$ cat src/rtl/mpfs_map.svh
// Register map, field positions, reset values and timing figures of the
// monitor pin function select block.
// Assumes inclusion by bare name from every design file that needs it.
`ifndef MPFS_MAP_SVH
`define MPFS_MAP_SVH

// Clock rate and sample rates in samples per second.
`define MPFS_CLK_HZ        100000000
`define MPFS_SPS_8         8
`define MPFS_SPS_64        64
`define MPFS_SPS_256       256
`define MPFS_SPS_1024      1024

// Byte offsets of the registers.
`define MPFS_OFF_CTRL      12'h000
`define MPFS_OFF_STATUS    12'h004
`define MPFS_OFF_IRQ_STAT  12'h008
`define MPFS_OFF_IRQ_MASK  12'h00C

// Control register fields.
`define MPFS_CTRL_AMODE_LSB 0
`define MPFS_CTRL_AMODE_MSB 1
`define MPFS_CTRL_A_DIR     2
`define MPFS_CTRL_A_OUT     3
`define MPFS_CTRL_B_ALERT   4
`define MPFS_CTRL_B_DIR     6
`define MPFS_CTRL_B_OUT     7
`define MPFS_CTRL_RATE_LSB  8
`define MPFS_CTRL_RATE_MSB  9
`define MPFS_CTRL_RST       32'h0000_0000
`define MPFS_CTRL_WMASK     32'h0000_03DF

// Status register fields.
`define MPFS_ST_RATE_LSB    0
`define MPFS_ST_RATE_MSB    1
`define MPFS_ST_A_LVL       2
`define MPFS_ST_B_LVL       3
`define MPFS_ST_DOWN        4
`define MPFS_ST_SLOW        5

// Interrupt status and mask bits.
`define MPFS_IRQ_W          4
`define MPFS_IRQ_A_EDGE     0
`define MPFS_IRQ_B_EDGE     1
`define MPFS_IRQ_RATE       2
`define MPFS_IRQ_WAKE       3
`define MPFS_IRQ_RST        4'h0

// Synchroniser lanes and their reset levels.
`define MPFS_SYN_N          3
`define MPFS_SYN_A          0
`define MPFS_SYN_B          1
`define MPFS_SYN_SD         2
`define MPFS_SYN_RST        3'h4

`endif

$ cat src/rtl/mpfs_pkg.sv
// Types shared by the monitor pin function select design.
// Assumes nothing of its surroundings.
package mpfs_pkg;

	// Role of the first multi-purpose pin, Gray ordered.
	typedef enum logic [1:0] {
		MPFS_A_RATE  = 2'h0,
		MPFS_A_ALERT = 2'h1,
		MPFS_A_GPIO  = 2'h3
	} mpfs_amode_e;

	// Sample rate codes, Gray ordered from fast to slow.
	typedef enum logic [1:0] {
		MPFS_R1024 = 2'h0,
		MPFS_R256  = 2'h1,
		MPFS_R64   = 2'h3,
		MPFS_R8    = 2'h2
	} mpfs_rate_e;

	// Power state of the block.
	typedef enum logic [1:0] {
		MPFS_P_ACTIVE = 2'h0,
		MPFS_P_DOWN   = 2'h1,
		MPFS_P_WAKE   = 2'h3
	} mpfs_pwr_e;

endpackage : mpfs_pkg

$ cat src/rtl/mpfs_sync_if.sv
// Interface carrying raw pin levels to the synchroniser and clean levels back.
// Assumes both ends run on the same clock.
`timescale 1ns/10ps
interface mpfs_sync_if #(
	parameter int N = 3
);
	logic [N-1:0] raw;
	logic [N-1:0] clean;
	modport host (output raw, input clean);
	modport filt (input raw, output clean);
endinterface : mpfs_sync_if

$ cat src/rtl/mpfs_pin_sync.sv
// Three-stage pin synchroniser with agreement filter.
// Assumes asynchronous pin levels on raw and a free-running pclk.
`timescale 1ns/10ps
module mpfs_pin_sync #(
	parameter int           N   = 3,
	parameter logic [N-1:0] RST = '0
) (
	input wire logic pclk,       // System clock.
	input wire logic presetn,    // Asynchronous reset, active low.
	input wire logic ce,         // Clock enable, freezes state when low.
	mpfs_sync_if.filt sif        // Raw levels in, clean levels out.
);

	logic [N-1:0] s1_r;
	logic [N-1:0] s2_r;
	logic [N-1:0] s3_r;
	logic [N-1:0] clean_r;

	// ===================================================================
	// Per-lane chain: a level counts once stages two and three agree.
	genvar i;
	generate
		for (i = 0; i < N; i++) begin : g_lane
			always_ff @(posedge pclk or negedge presetn) begin
				if (!presetn) begin
					s1_r[i]    <= RST[i];
					s2_r[i]    <= RST[i];
					s3_r[i]    <= RST[i];
					clean_r[i] <= RST[i];
				end else if (ce) begin
					s1_r[i] <= sif.raw[i];
					s2_r[i] <= s1_r[i];
					s3_r[i] <= s2_r[i];
					if (s2_r[i] == s3_r[i]) begin
						clean_r[i] <= s3_r[i];
					end
				end
			end
		end
	endgenerate

	assign sif.clean = clean_r;

endmodule : mpfs_pin_sync

$ cat src/rtl/mpfs_top.sv
// Pin function select of the power monitor with an APB register slave.
// Assumes open-drain pins with external pull-ups and one 100 MHz clock.
//
// Summary of operation
// Rate pin high in its default role forces sampling to 8 SPS.
// Rate pin low gives 1024 SPS unless software programmed another rate.
// Software may turn the rate pin into the first open-drain alert output.
// First pin in general-purpose mode is input by default, or open-drain out.
// After reset second pin is general-purpose input; may be output or alert.
// Second pin is only ever pulled low or released, in every output role.
// Power-down input low stops all circuitry, the register interface too; the synchroniser and irq keep running, and APB accesses get an error.
// In alert or general-purpose role the first pin never forces the rate.
//
// The APB register port and the register offsets were decided locally.
`timescale 1ns/10ps
`include "mpfs_map.svh"
module mpfs_top #(
	parameter int unsigned CNT_W       = 24,
	parameter int unsigned PERIOD_1024 = `MPFS_CLK_HZ / `MPFS_SPS_1024,
	parameter int unsigned PERIOD_256  = `MPFS_CLK_HZ / `MPFS_SPS_256,
	parameter int unsigned PERIOD_64   = `MPFS_CLK_HZ / `MPFS_SPS_64,
	parameter int unsigned PERIOD_8    = `MPFS_CLK_HZ / `MPFS_SPS_8
) (
	input  wire logic        pclk,           // System clock.
	input  wire logic        presetn,        // Asynchronous reset, active low.
	input  wire logic        ce,             // Clock enable.
	input  wire logic [11:0] paddr,          // APB byte address.
	input  wire logic        psel,           // APB select.
	input  wire logic        penable,        // APB enable.
	input  wire logic        pwrite,         // APB write direction.
	input  wire logic [31:0] pwdata,         // APB write data.
	input  wire logic [3:0]  pstrb,          // APB byte strobes.
	output logic      [31:0] prdata,         // APB read data.
	output logic             pready,         // APB ready.
	output logic             pslverr,        // APB error.
	input  wire logic        pin_a_i,        // First pin level.
	output logic             pin_a_o,        // First pin drive value.
	output logic             pin_a_oe,       // First pin pulls low when high.
	input  wire logic        pin_b_i,        // Second pin level.
	output logic             pin_b_o,        // Second pin drive value.
	output logic             pin_b_oe,       // Second pin pulls low when high.
	input  wire logic        shutdown_n,     // Power-down pin, active low.
	input  wire logic        flag_out_a_req, // First alert request.
	input  wire logic        flag_out_b_req, // Second alert request.
	output logic             sample_tick,    // One pulse per sample period.
	output logic      [1:0]  rate_sel,       // Effective rate code.
	output logic             powered_down,   // High in power-down.
	output logic             irq             // Level interrupt.
);

	// ===================================================================
	// Declarations.
	logic [31:0]             ctrl_r;
	logic [`MPFS_IRQ_W-1:0]  istat_r;
	logic [`MPFS_IRQ_W-1:0]  imask_r;
	logic [`MPFS_IRQ_W-1:0]  iev;
	logic [`MPFS_IRQ_W-1:0]  iclr;
	mpfs_pkg::mpfs_pwr_e     pwr_r;
	mpfs_pkg::mpfs_amode_e   amode;
	mpfs_pkg::mpfs_rate_e    prog_rate;
	mpfs_pkg::mpfs_rate_e    rate_nxt;
	mpfs_pkg::mpfs_rate_e    rate_r;
	logic [CNT_W-1:0]        cnt_r;
	logic [CNT_W-1:0]        per_last;
	logic                    tick_r;
	logic                    a_lvl;
	logic                    b_lvl;
	logic                    sd_lvl;
	logic                    a_prev_r;
	logic                    b_prev_r;
	logic                    active;
	logic                    slow_force;
	logic                    a_oe_nxt;
	logic                    b_oe_nxt;
	logic                    a_oe_r;
	logic                    b_oe_r;
	logic                    a_o_r;
	logic                    b_o_r;
	logic                    b_alert;
	logic                    acc;
	logic                    wr_en;
	logic                    hit;
	logic [31:0]             rd_nxt;
	logic [31:0]             bmask;
	logic [31:0]             prdata_r;
	logic                    pready_r;
	logic                    pslverr_r;
	logic                    down_r;
	logic                    irq_r;

	// ===================================================================
	// Pin synchroniser.
	mpfs_sync_if #(.N(`MPFS_SYN_N)) sif ();

	// Raw pin levels go to the filter; clean levels come back.
	assign sif.raw[`MPFS_SYN_A]  = pin_a_i;
	assign sif.raw[`MPFS_SYN_B]  = pin_b_i;
	assign sif.raw[`MPFS_SYN_SD] = shutdown_n;

	mpfs_pin_sync #(
		.N   (`MPFS_SYN_N),
		.RST (`MPFS_SYN_RST)
	) u_sync (
		.pclk    (pclk),
		.presetn (presetn),
		.ce      (ce),
		.sif     (sif)
	);

	// Clean levels of the three pins.
	assign a_lvl  = sif.clean[`MPFS_SYN_A];
	assign b_lvl  = sif.clean[`MPFS_SYN_B];
	assign sd_lvl = sif.clean[`MPFS_SYN_SD];

	// ===================================================================
	// Power state: low on the power-down pin parks the sampler, the pin drives and register access.
	always_ff @(posedge pclk or negedge presetn) begin
		if (!presetn) begin
			pwr_r <= mpfs_pkg::MPFS_P_ACTIVE;
		end else if (ce) begin
			case (pwr_r)
				mpfs_pkg::MPFS_P_ACTIVE: begin
					if (!sd_lvl) pwr_r <= mpfs_pkg::MPFS_P_DOWN;
				end
				mpfs_pkg::MPFS_P_DOWN: begin
					if (sd_lvl) pwr_r <= mpfs_pkg::MPFS_P_WAKE;
				end
				mpfs_pkg::MPFS_P_WAKE: begin
					pwr_r <= sd_lvl ? mpfs_pkg::MPFS_P_ACTIVE
					                : mpfs_pkg::MPFS_P_DOWN;
				end
				default: begin
					pwr_r <= mpfs_pkg::MPFS_P_DOWN;
				end
			endcase
		end
	end

	// The wake state holds the sampler in reset for one more cycle.
	assign active = (pwr_r == mpfs_pkg::MPFS_P_ACTIVE);

	// ===================================================================
	// Rate selection from the pin role, the pin level and software.
	assign amode     = mpfs_pkg::mpfs_amode_e'(
	                   ctrl_r[`MPFS_CTRL_AMODE_MSB:`MPFS_CTRL_AMODE_LSB]);
	assign prog_rate = mpfs_pkg::mpfs_rate_e'(
	                   ctrl_r[`MPFS_CTRL_RATE_MSB:`MPFS_CTRL_RATE_LSB]);
	assign b_alert   = ctrl_r[`MPFS_CTRL_B_ALERT];

	// Rate role and its spare code let the pin force the slow rate.
	assign slow_force = !ctrl_r[`MPFS_CTRL_AMODE_LSB] && a_lvl;
	assign rate_nxt   = slow_force ? mpfs_pkg::MPFS_R8
	                               : prog_rate;

	// Last count of the sample period for the effective rate.
	always_comb begin
		case (rate_r)
			mpfs_pkg::MPFS_R1024: per_last = CNT_W'(PERIOD_1024 - 1);
			mpfs_pkg::MPFS_R256:  per_last = CNT_W'(PERIOD_256 - 1);
			mpfs_pkg::MPFS_R64:   per_last = CNT_W'(PERIOD_64 - 1);
			mpfs_pkg::MPFS_R8:    per_last = CNT_W'(PERIOD_8 - 1);
			default:              per_last = CNT_W'(PERIOD_1024 - 1);
		endcase
	end

	// Effective rate register; a change restarts the period.
	always_ff @(posedge pclk or negedge presetn) begin
		if (!presetn) begin
			rate_r <= mpfs_pkg::MPFS_R1024;
		end else if (ce && active) begin
			rate_r <= rate_nxt;
		end
	end

	// Sample period counter and tick; halted while powered down.
	always_ff @(posedge pclk or negedge presetn) begin
		if (!presetn) begin
			cnt_r  <= '0;
			tick_r <= 1'b0;
		end else if (ce) begin
			if (!active || (rate_nxt != rate_r)) begin
				cnt_r  <= '0;
				tick_r <= 1'b0;
			end else if (cnt_r >= per_last) begin
				cnt_r  <= '0;
				tick_r <= 1'b1;
			end else begin
				cnt_r  <= cnt_r + 1'b1;
				tick_r <= 1'b0;
			end
		end
	end

	// ===================================================================
	// Pin drive: both pins are open drain, only ever pulled low.
	always_comb begin
		a_oe_nxt = 1'b0;
		b_oe_nxt = 1'b0;
		if (active) begin
			case (amode)
				mpfs_pkg::MPFS_A_ALERT: a_oe_nxt = flag_out_a_req;
				mpfs_pkg::MPFS_A_GPIO:  a_oe_nxt = ctrl_r[`MPFS_CTRL_A_DIR]
				                       & ~ctrl_r[`MPFS_CTRL_A_OUT];
				default:                a_oe_nxt = 1'b0;
			endcase
			if (b_alert) begin
				b_oe_nxt = flag_out_b_req;
			end else begin
				b_oe_nxt = ctrl_r[`MPFS_CTRL_B_DIR]
				         & ~ctrl_r[`MPFS_CTRL_B_OUT];
			end
		end
	end

	// Drive values are fixed low; the enables decide pull or release.
	always_ff @(posedge pclk or negedge presetn) begin
		if (!presetn) begin
			a_oe_r <= 1'b0;
			b_oe_r <= 1'b0;
			a_o_r  <= 1'b0;
			b_o_r  <= 1'b0;
		end else if (ce) begin
			a_oe_r <= a_oe_nxt;
			b_oe_r <= b_oe_nxt;
			a_o_r  <= 1'b0;
			b_o_r  <= 1'b0;
		end
	end

	// ===================================================================
	// Interrupt events: input edges, rate change and wake-up.
	always_ff @(posedge pclk or negedge presetn) begin
		if (!presetn) begin
			a_prev_r <= 1'b0;
			b_prev_r <= 1'b0;
		end else if (ce) begin
			a_prev_r <= a_lvl;
			b_prev_r <= b_lvl;
		end
	end

	// Edges count only on pins that are general-purpose inputs.
	assign iev[`MPFS_IRQ_A_EDGE] = active
	    && (amode == mpfs_pkg::MPFS_A_GPIO)
	    && !ctrl_r[`MPFS_CTRL_A_DIR] && (a_lvl != a_prev_r);
	assign iev[`MPFS_IRQ_B_EDGE] = active && !b_alert
	    && !ctrl_r[`MPFS_CTRL_B_DIR] && (b_lvl != b_prev_r);
	assign iev[`MPFS_IRQ_RATE]   = active && (rate_nxt != rate_r);
	assign iev[`MPFS_IRQ_WAKE]   = (pwr_r == mpfs_pkg::MPFS_P_WAKE);

	// ===================================================================
	// APB slave: one wait state, error on unmapped or powered-down access.
	assign acc   = psel && penable;
	assign wr_en = acc && pready_r && pwrite && hit && !down_r;
	assign bmask = {{8{pstrb[3]}}, {8{pstrb[2]}},
	                {8{pstrb[1]}}, {8{pstrb[0]}}};
	assign iclr  = (wr_en && (paddr == `MPFS_OFF_IRQ_STAT) && pstrb[0])
	             ? pwdata[`MPFS_IRQ_W-1:0] : '0;

	// Address decode and read data.
	always_comb begin
		hit    = 1'b1;
		rd_nxt = '0;
		case (paddr)
			`MPFS_OFF_CTRL: rd_nxt = ctrl_r;
			`MPFS_OFF_STATUS: begin
				rd_nxt[`MPFS_ST_RATE_MSB:`MPFS_ST_RATE_LSB] = rate_r;
				rd_nxt[`MPFS_ST_A_LVL] = a_lvl;
				rd_nxt[`MPFS_ST_B_LVL] = b_lvl;
				rd_nxt[`MPFS_ST_DOWN]  = down_r;
				rd_nxt[`MPFS_ST_SLOW]  = slow_force;
			end
			`MPFS_OFF_IRQ_STAT: rd_nxt[`MPFS_IRQ_W-1:0] = istat_r;
			`MPFS_OFF_IRQ_MASK: rd_nxt[`MPFS_IRQ_W-1:0] = imask_r;
			default: hit = 1'b0;
		endcase
	end

	// Handshake: ready one cycle after the access phase starts.
	always_ff @(posedge pclk or negedge presetn) begin
		if (!presetn) begin
			pready_r  <= 1'b0;
			pslverr_r <= 1'b0;
			prdata_r  <= '0;
		end else if (ce) begin
			pready_r <= acc && !pready_r;
			if (acc && !pready_r) begin
				pslverr_r <= !hit || down_r;
				prdata_r  <= (pwrite || down_r) ? 32'h0000_0000 : rd_nxt;
			end else begin
				pslverr_r <= 1'b0;
			end
		end
	end

	// Control register with byte strobes; reserved bits stay zero.
	always_ff @(posedge pclk or negedge presetn) begin
		if (!presetn) begin
			ctrl_r <= `MPFS_CTRL_RST;
		end else if (ce && wr_en && (paddr == `MPFS_OFF_CTRL)) begin
			ctrl_r <= ((ctrl_r & ~bmask) | (pwdata & bmask))
			        & `MPFS_CTRL_WMASK;
		end
	end

	// Interrupt mask register.
	always_ff @(posedge pclk or negedge presetn) begin
		if (!presetn) begin
			imask_r <= `MPFS_IRQ_RST;
		end else if (ce && wr_en && (paddr == `MPFS_OFF_IRQ_MASK)
		             && pstrb[0]) begin
			imask_r <= pwdata[`MPFS_IRQ_W-1:0];
		end
	end

	// Sticky status: a new event wins over a same-cycle clear.
	always_ff @(posedge pclk or negedge presetn) begin
		if (!presetn) begin
			istat_r <= `MPFS_IRQ_RST;
		end else if (ce) begin
			istat_r <= (istat_r & ~iclr) | iev;
		end
	end

	// Registered interrupt level and power-down flag.
	always_ff @(posedge pclk or negedge presetn) begin
		if (!presetn) begin
			irq_r  <= 1'b0;
			down_r <= 1'b0;
		end else if (ce) begin
			irq_r  <= |(istat_r & imask_r);
			down_r <= (pwr_r == mpfs_pkg::MPFS_P_DOWN);
		end
	end

	// ===================================================================
	// Outputs, each straight from a flip-flop.
	assign prdata       = prdata_r;
	assign pready       = pready_r;
	assign pslverr      = pslverr_r;
	assign pin_a_o      = a_o_r;
	assign pin_a_oe     = a_oe_r;
	assign pin_b_o      = b_o_r;
	assign pin_b_oe     = b_oe_r;
	assign sample_tick  = tick_r;
	assign rate_sel     = rate_r;
	assign powered_down = down_r;
	assign irq          = irq_r;

endmodule : mpfs_top

$ cat config.mk
export PLATFORM = sky130hd
export DESIGN_NAME = mpfs_top
export DESIGN_NICKNAME = d
export VERILOG_FILES = /design/src/rtl/mpfs_pkg.sv /design/src/rtl/mpfs_sync_if.sv /design/src/rtl/mpfs_pin_sync.sv /design/src/rtl/mpfs_top.sv
export VERILOG_INCLUDE_DIRS = /design/src /design/src/rtl
export SDC_FILE = /design/constraint.sdc
export NUM_CORES = 1
export LEC_CHECK = 0
export ABC_AREA = 1
export BUFFER_PORTS_ARGS = -buffer_cell sky130_fd_sc_hd__buf_2
export CAP_MARGIN = 20
export CORE_UTILIZATION = 45
export DETAILED_ROUTE_END_ITERATION = 8
export PLACE_DENSITY = 0.66
export RECOVER_POWER = 25
export SLEW_MARGIN = 30
export SYNTH_ARGS = -nofsm -noshare
export SYNTH_HDL_FRONTEND = slang
export SYNTH_SLANG_ARGS = --single-unit
$ cat constraint.sdc
create_clock -name pclk -period 2.4 [get_ports pclk]
set_input_delay 0.12 -clock pclk [delete_from_list [all_inputs] [get_ports pclk]]
set_output_delay 0.12 -clock pclk [all_outputs]
set_load 0.01 [all_outputs]
Yosys cells after proc, flatten, opt, wreduce, memory -nomap -nowiden

Cells that the tools add are included.

Input port bits: 59
Memories: 0
Word-level logic and storage cells: 123
Register bits: 98
Bits in latches: 0
ROM bits: 0
Bits in writable memories: 0

Equality and inequality tests: 18
Muxes and demuxes: 21
Add/sub/neg operators: 1
Bitwise logic cells: 12
Magnitude comparators: 1
Multiply operators: 0
Divide/modulo/power cells: 0
Shifts and indexed selects: 0
Reductions and logical operators: 42

Operator list:

| operator                                             | count |
|---|---|
| case mux 24 bit (4 select lines)                     | 1 |
| 2-to-1 mux 24 bit                                    | 2 |
| 2-to-1 mux 32 bit                                    | 1 |
| adder 24 x 1 -> 24 bit, second input constant        | 1 |
| equality test 12 x 4 -> 1 bit, second input constant | 2 |
| greater-or-equal comparator 24 bit                   | 1 |
| logical AND 1 bit                                    | 21 |
| bitwise AND 10 bit                                   | 2 |
| case mux 4 bit (4 select lines)                      | 1 |
| equality test 12 x 3 -> 1 bit, second input constant | 1 |
| logical NOT 12 bit                                   | 1 |
| inverter 10 bit                                      | 1 |
| OR 10 bit                                            | 1 |
| bitwise AND 4 bit                                    | 2 |
| equality test 2 bit, second input constant           | 4 |
| logical NOT 1 bit                                    | 8 |
| 2-to-1 mux 1 bit                                     | 8 |
| 2-to-1 mux 4 bit                                     | 2 |
| AND reduction 2 bit                                  | 4 |
| OR reduction 4 bit                                   | 2 |
| equality test 2 x 1 -> 1 bit, second input constant  | 3 |
| 2-to-1 mux 2 bit                                     | 3 |
| case mux 2 bit (3 select lines)                      | 1 |
| logical NOT 2 bit                                    | 2 |
| other kinds (13)                                     | 20 |

Depth between registers and ports, before layout

Depth in word-level cells: 11
Mapped depth: 15
Depth with buffers taken out: 15

By module

Synthesis repeated with hierarchy kept, for this count alone.

Cell total of the unflattened synthesis: 685
Area, all modules: 4,919.7 um2

Modules (own cells, without submodules):

| module        | area each (um2) | cells an instance | times used |
|---|---|---|---|
| mpfs_top      | 4,389.2         | 623               | 1 |
| mpfs_pin_sync | 530.5           | 62                | 1 |

Least setup slack after synthesis

OpenSTA, ideal clock, no wires.

Path kind: flip-flop to flip-flop
Start: register rate_r[1], in the netlist rate_sel[1]
End: register cnt_r[0]
Required time: 2.327 ns
Path buffers: 1
Period minus slack after synthesis: 2.121 ns
Arrival: 2.048 ns
Library setup time: 0.073 ns
Setup slack: 0.279 ns
Cell stages (with the launch flop): 11
Path through: dfrtp_1 inv_1 nor2_1 inv_1 ha_1 a21oi_1 nand2_1 a21oi_1 nand4_4 buf_6 a21oi_2

Word-level cells in the longest chain between the ends: 5

RTL lines:

| what                                        | RTL line        | text |
|---|---|---|
| from (decl)                                 | mpfs_top.sv:62  | `mpfs_pkg::mpfs_rate_e rate_r;` |
| from (signal assigned)                      | mpfs_top.sv:169 | `rate_r <= mpfs_pkg::MPFS_R1024;` |
| from (signal assigned)                      | mpfs_top.sv:171 | `rate_r <= rate_nxt;` |
| equality test 2 bit (tied with other cells) | mpfs_top.sv:157 | `case (rate_r)` |
| case mux 24 bit (4 select lines)            | mpfs_top.sv:157 |  |
| greater-or-equal comparator 24 bit          | mpfs_top.sv:184 | `end else if (cnt_r >= per_last) begin` |
| 2-to-1 mux 24 bit                           | mpfs_top.sv:184 |  |
| 2-to-1 mux 24 bit (*)                       | mpfs_top.sv:181 | `if (!active \|\| (rate_nxt != rate_r)) begin` |
| to (signal assigned)                        | mpfs_top.sv:188 | `cnt_r <= cnt_r + 1'b1;` |
| to (decl)                                   | mpfs_top.sv:63  | `logic [CNT_W-1:0] cnt_r;` |

Mark *: on every way between the ends. The rest lies on a longest branch, timed or not. The select of a mux whose other input is x is not followed.
A chain may end at the register's enable or synchronous reset.

Final worst setup path

Start: register rate_r[1], in the netlist rate_sel[1]
End: register cnt_r[4]

The elaborated chain is that of the path after synthesis.

==> impl_metrics.py <==
metrics = {
    "setup_path": {
        "rr_endpoint": "cnt_r[4]",
        "r2r_slack_ns": 0.25,
        "setup.worst_path.end_class": "flop",
        "worstPathRequired_ns": 2.65,
        "worstPathMaxFanout": 24,
        "cp-start-kind": "flop",
        "crit_start": "rate_sel[1]",
        "worst-endpoint-arrival_ns": 2.39,
        "critical_path_class": "reg -> reg",
        "r2r-start": "rate_sel[1]",
        "endpoint": "cnt_r[4]",
        "rr_worst_depth": 12,
    },
    "floorplanning": {
        "die-area_sq_um": 11000,
        "start_util_pct": 46.2,
        "chipWidth_microns": 105,
        "core_area_sq_um": 10300,
        "io_pins": 102,
        "rows": 37,
        "die_h_microns": 105,
    },
    "clock_network": {
        "clk_latency_ns": 0.36,
        "clock_sinks": 76,
        "root_buffer": "clkbuf_8",
        "clockBufferDepth": 2,
        "cts_tree": "built",
        "numCtsBuffers": 9,
        "h-tree-depth": 3,
        "path_clk_slew_ns": 0.08,
    },
    "drt": {
        "ant_nets": 0,
        "drt-initial-drc-count": 233,
        "drc_errors": 0,
        "dr.pass1.iters": 4,
        "vias": 4142,
        "vias_per_cell": 5.01,
        "wl_per_cell_microns": 13.2,
        "routed_wl_microns": 10900,
    },
    "sta": {
        "fmax_mhz": 465,
        "tightest_slew_ns": 1.46,
        "timing.hold.ws_ns": 0.0135,
        "max-slew-margin-rel_pct": 2.77,
        "setup_viol": 0,
        "finalHoldViolCount": 0,
        "fin_skew_ns": 0.00568,
        "fin_tns_setup_ns": 0,
        "period_needed_ns": 2.15,
        "rsz0062_at_grt": "false",
        "finalMaxSlewViolations": 0,
        "timing.final.crit_share_pct": 89.5,
    },
    "placement": {
        "post-place-cells": 804,
        "portBuffers": 52,
        "hpwl_microns": 8040,
        "place.gp.congestion": 0.852,
    },
    "yosys": {
        "syn_inst": 622,
        "ys_types": 37,
        "ys_seq_area_share_pct": 40.1,
        "synth-seq-cells": 76,
        "avgSynthCellArea_sq_um": 7.64,
        "synth-warning-count": 0,
        "synthesis.area_sq_um": 4750,
    },
    "layout": {
        "n_antenna_cell": 0,
        "instances_no_fill": 827,
        "fin_nets": 768,
        "area_delta_synth_final_pct": 13.7,
        "final_util_pct": 52.6,
        "layout-drive-gt1-share_pct": 18.1,
    },
    "grt": {
        "grt_pass1_wl_microns": 18500,
        "grt_pass1_vias": 3902,
        "track_usage_pct": 21.4,
        "antenna_found_initial": 0,
        "overflow": 0,
        "grt_max_degree": 77,
    },
    "hold_path": {
        "hold_start": "pwdata[0]",
        "hp-class": "in -> reg",
    },
    "flow_run": {
        "drv_cap": 0,
    },
    "pwr": {
        "power_mw": 3.16,
        "irDropWorstVdd_uv": 305,
        "p_leak_nw": 2.67,
        "power_density_nw_per_um2": 584,
    },
    "run_status": {
        "status": "finished, final reports clean",
    },
}
==> per-layer routing <==
metal	track usage [%]	routed length, microns
met2	35.6	5190
met3	2.81	438
met5	0	0
met4	9.46	171
met1	27.9	5100
==> where the power goes <==
part           leakage [nW]  internal (mW)  switching, mW
Clock                 0.122          0.709          0.468
Combinational          1.54          0.194          0.338
Sequential             1.01           1.37         0.0821
Total                  2.67           2.27          0.889
==> what timing repair did <==
| action | CTS | global route |
|---|---|---|
| setup endpoints to repair | 0 | 19 |
| setup buffers | 0 | 0 |
| hold buffers | 8 | 0 |
| gates resized for setup | 0 | 2 |
| hold endpoints to repair | 79 | 0 |
==> worst min-delay path by stage <==
stage	slack [ns]	endpoint	cells after the start
final	0.01	flop	3
after global routing	0.03	imask_r[0]	3
after CTS	0.007	flop	3
after detailed placement	0.34	imask_r[1]	1
after global placement	0.33	imask_r[1]	1
after floorplan	-0.18	async pin	0
==> placed cells by master (no fill, tap or decap), types with 2 or more instances in the layout <==
cell and count:
nand2_2 6, o21ai_1 5, o22ai_1 2, inv_2 3
buf_4 4, clkbuf_8 10, nor3_1 5, dfrtp_1 71
conb_1 24, nor2_4 3, o21ai_2 25, nor2_1 54
bufinv_16 3, nor2_2 6, inv_1 57, nand2_1 214
nand3_1 22, dfstp_2 4, nand4_4 2, nand4_1 9
clkbuf_1 2, clkinv_2 2, buf_2 50, ha_1 22
o2111ai_1 2, dlygate4sd3_1 8, xnor2_1 7, xor2_1 9
a21oi_1 10, o21ai_0 36
==> metrics by stage <==
step	area (sq um)	setup slack, ns
3_3_place_gp	5080	0.293
4_1_cts	5400	0.214
6_report	5410	0.251
2_1_floorplan	4840	0.279
5_1_grt	5410	0.00146
3_5_place_dp	5080	0.241
==> cell type report <==
type,count,area (sq um)
inverter,60,225
fill,1025,4870
tap,136,170
timing repair buffer,66,399
sequential,76,1910
clock inverter,5,100
clock buffer,10,138
multi-input combinational,474,2460
==> critical path, cell delays in order, from the launching register on <==
cell     delay, ns
dfrtp_1       0.43
inv_1         0.17
nor2_2        0.06
buf_4         0.15
ha_1          0.27
nand2_1       0.06
nor2_1        0.14
nand4_1       0.13
nor2_1        0.12
nand2_1       0.11
nand4_4       0.09
buf_12        0.19
o21ai_0       0.09
==> Yosys cell counts (all sizes together) <==
master / count / area (sq um)
a21oi: 11 / 58.8
a32o: 1 / 10.0
a41oi: 1 / 8.76
buf: 27 / 214
clkbuf: 8 / 30.0
conb: 1 / 3.75
dfrtp: 72 / 1800
dfstp: 4 / 105
ha: 22 / 275
inv: 60 / 225
nand2: 221 / 852
nand3: 23 / 120
nand3b: 1 / 7.51
nand4: 11 / 98.8
nor2: 64 / 292
nor3: 5 / 25.0
nor3b: 1 / 7.51
o2111ai: 2 / 17.5
o21a: 1 / 7.51
o21ai: 66 / 424
o22ai: 2 / 12.5
o31ai: 1 / 7.51
or4: 1 / 7.51
xnor2: 7 / 61.3
xor2: 9 / 78.8
==> kinds of logic after synthesis <==
| group | Yosys count | synth area share, % |
|---|---|---|
| flip-flops | 76 | 40.1 |
| other | 1 | 0.0789 |
| adder cells (fa/ha/maj) | 22 | 5.79 |
| AO/OA/AOI/OAI | 85 | 11.5 |
| XOR/XNOR | 16 | 2.95 |
| buffers and inverters | 95 | 9.87 |
| AND/OR/NAND/NOR | 327 | 29.7 |
Note: power is estimated with default switching activity, not from simulation.
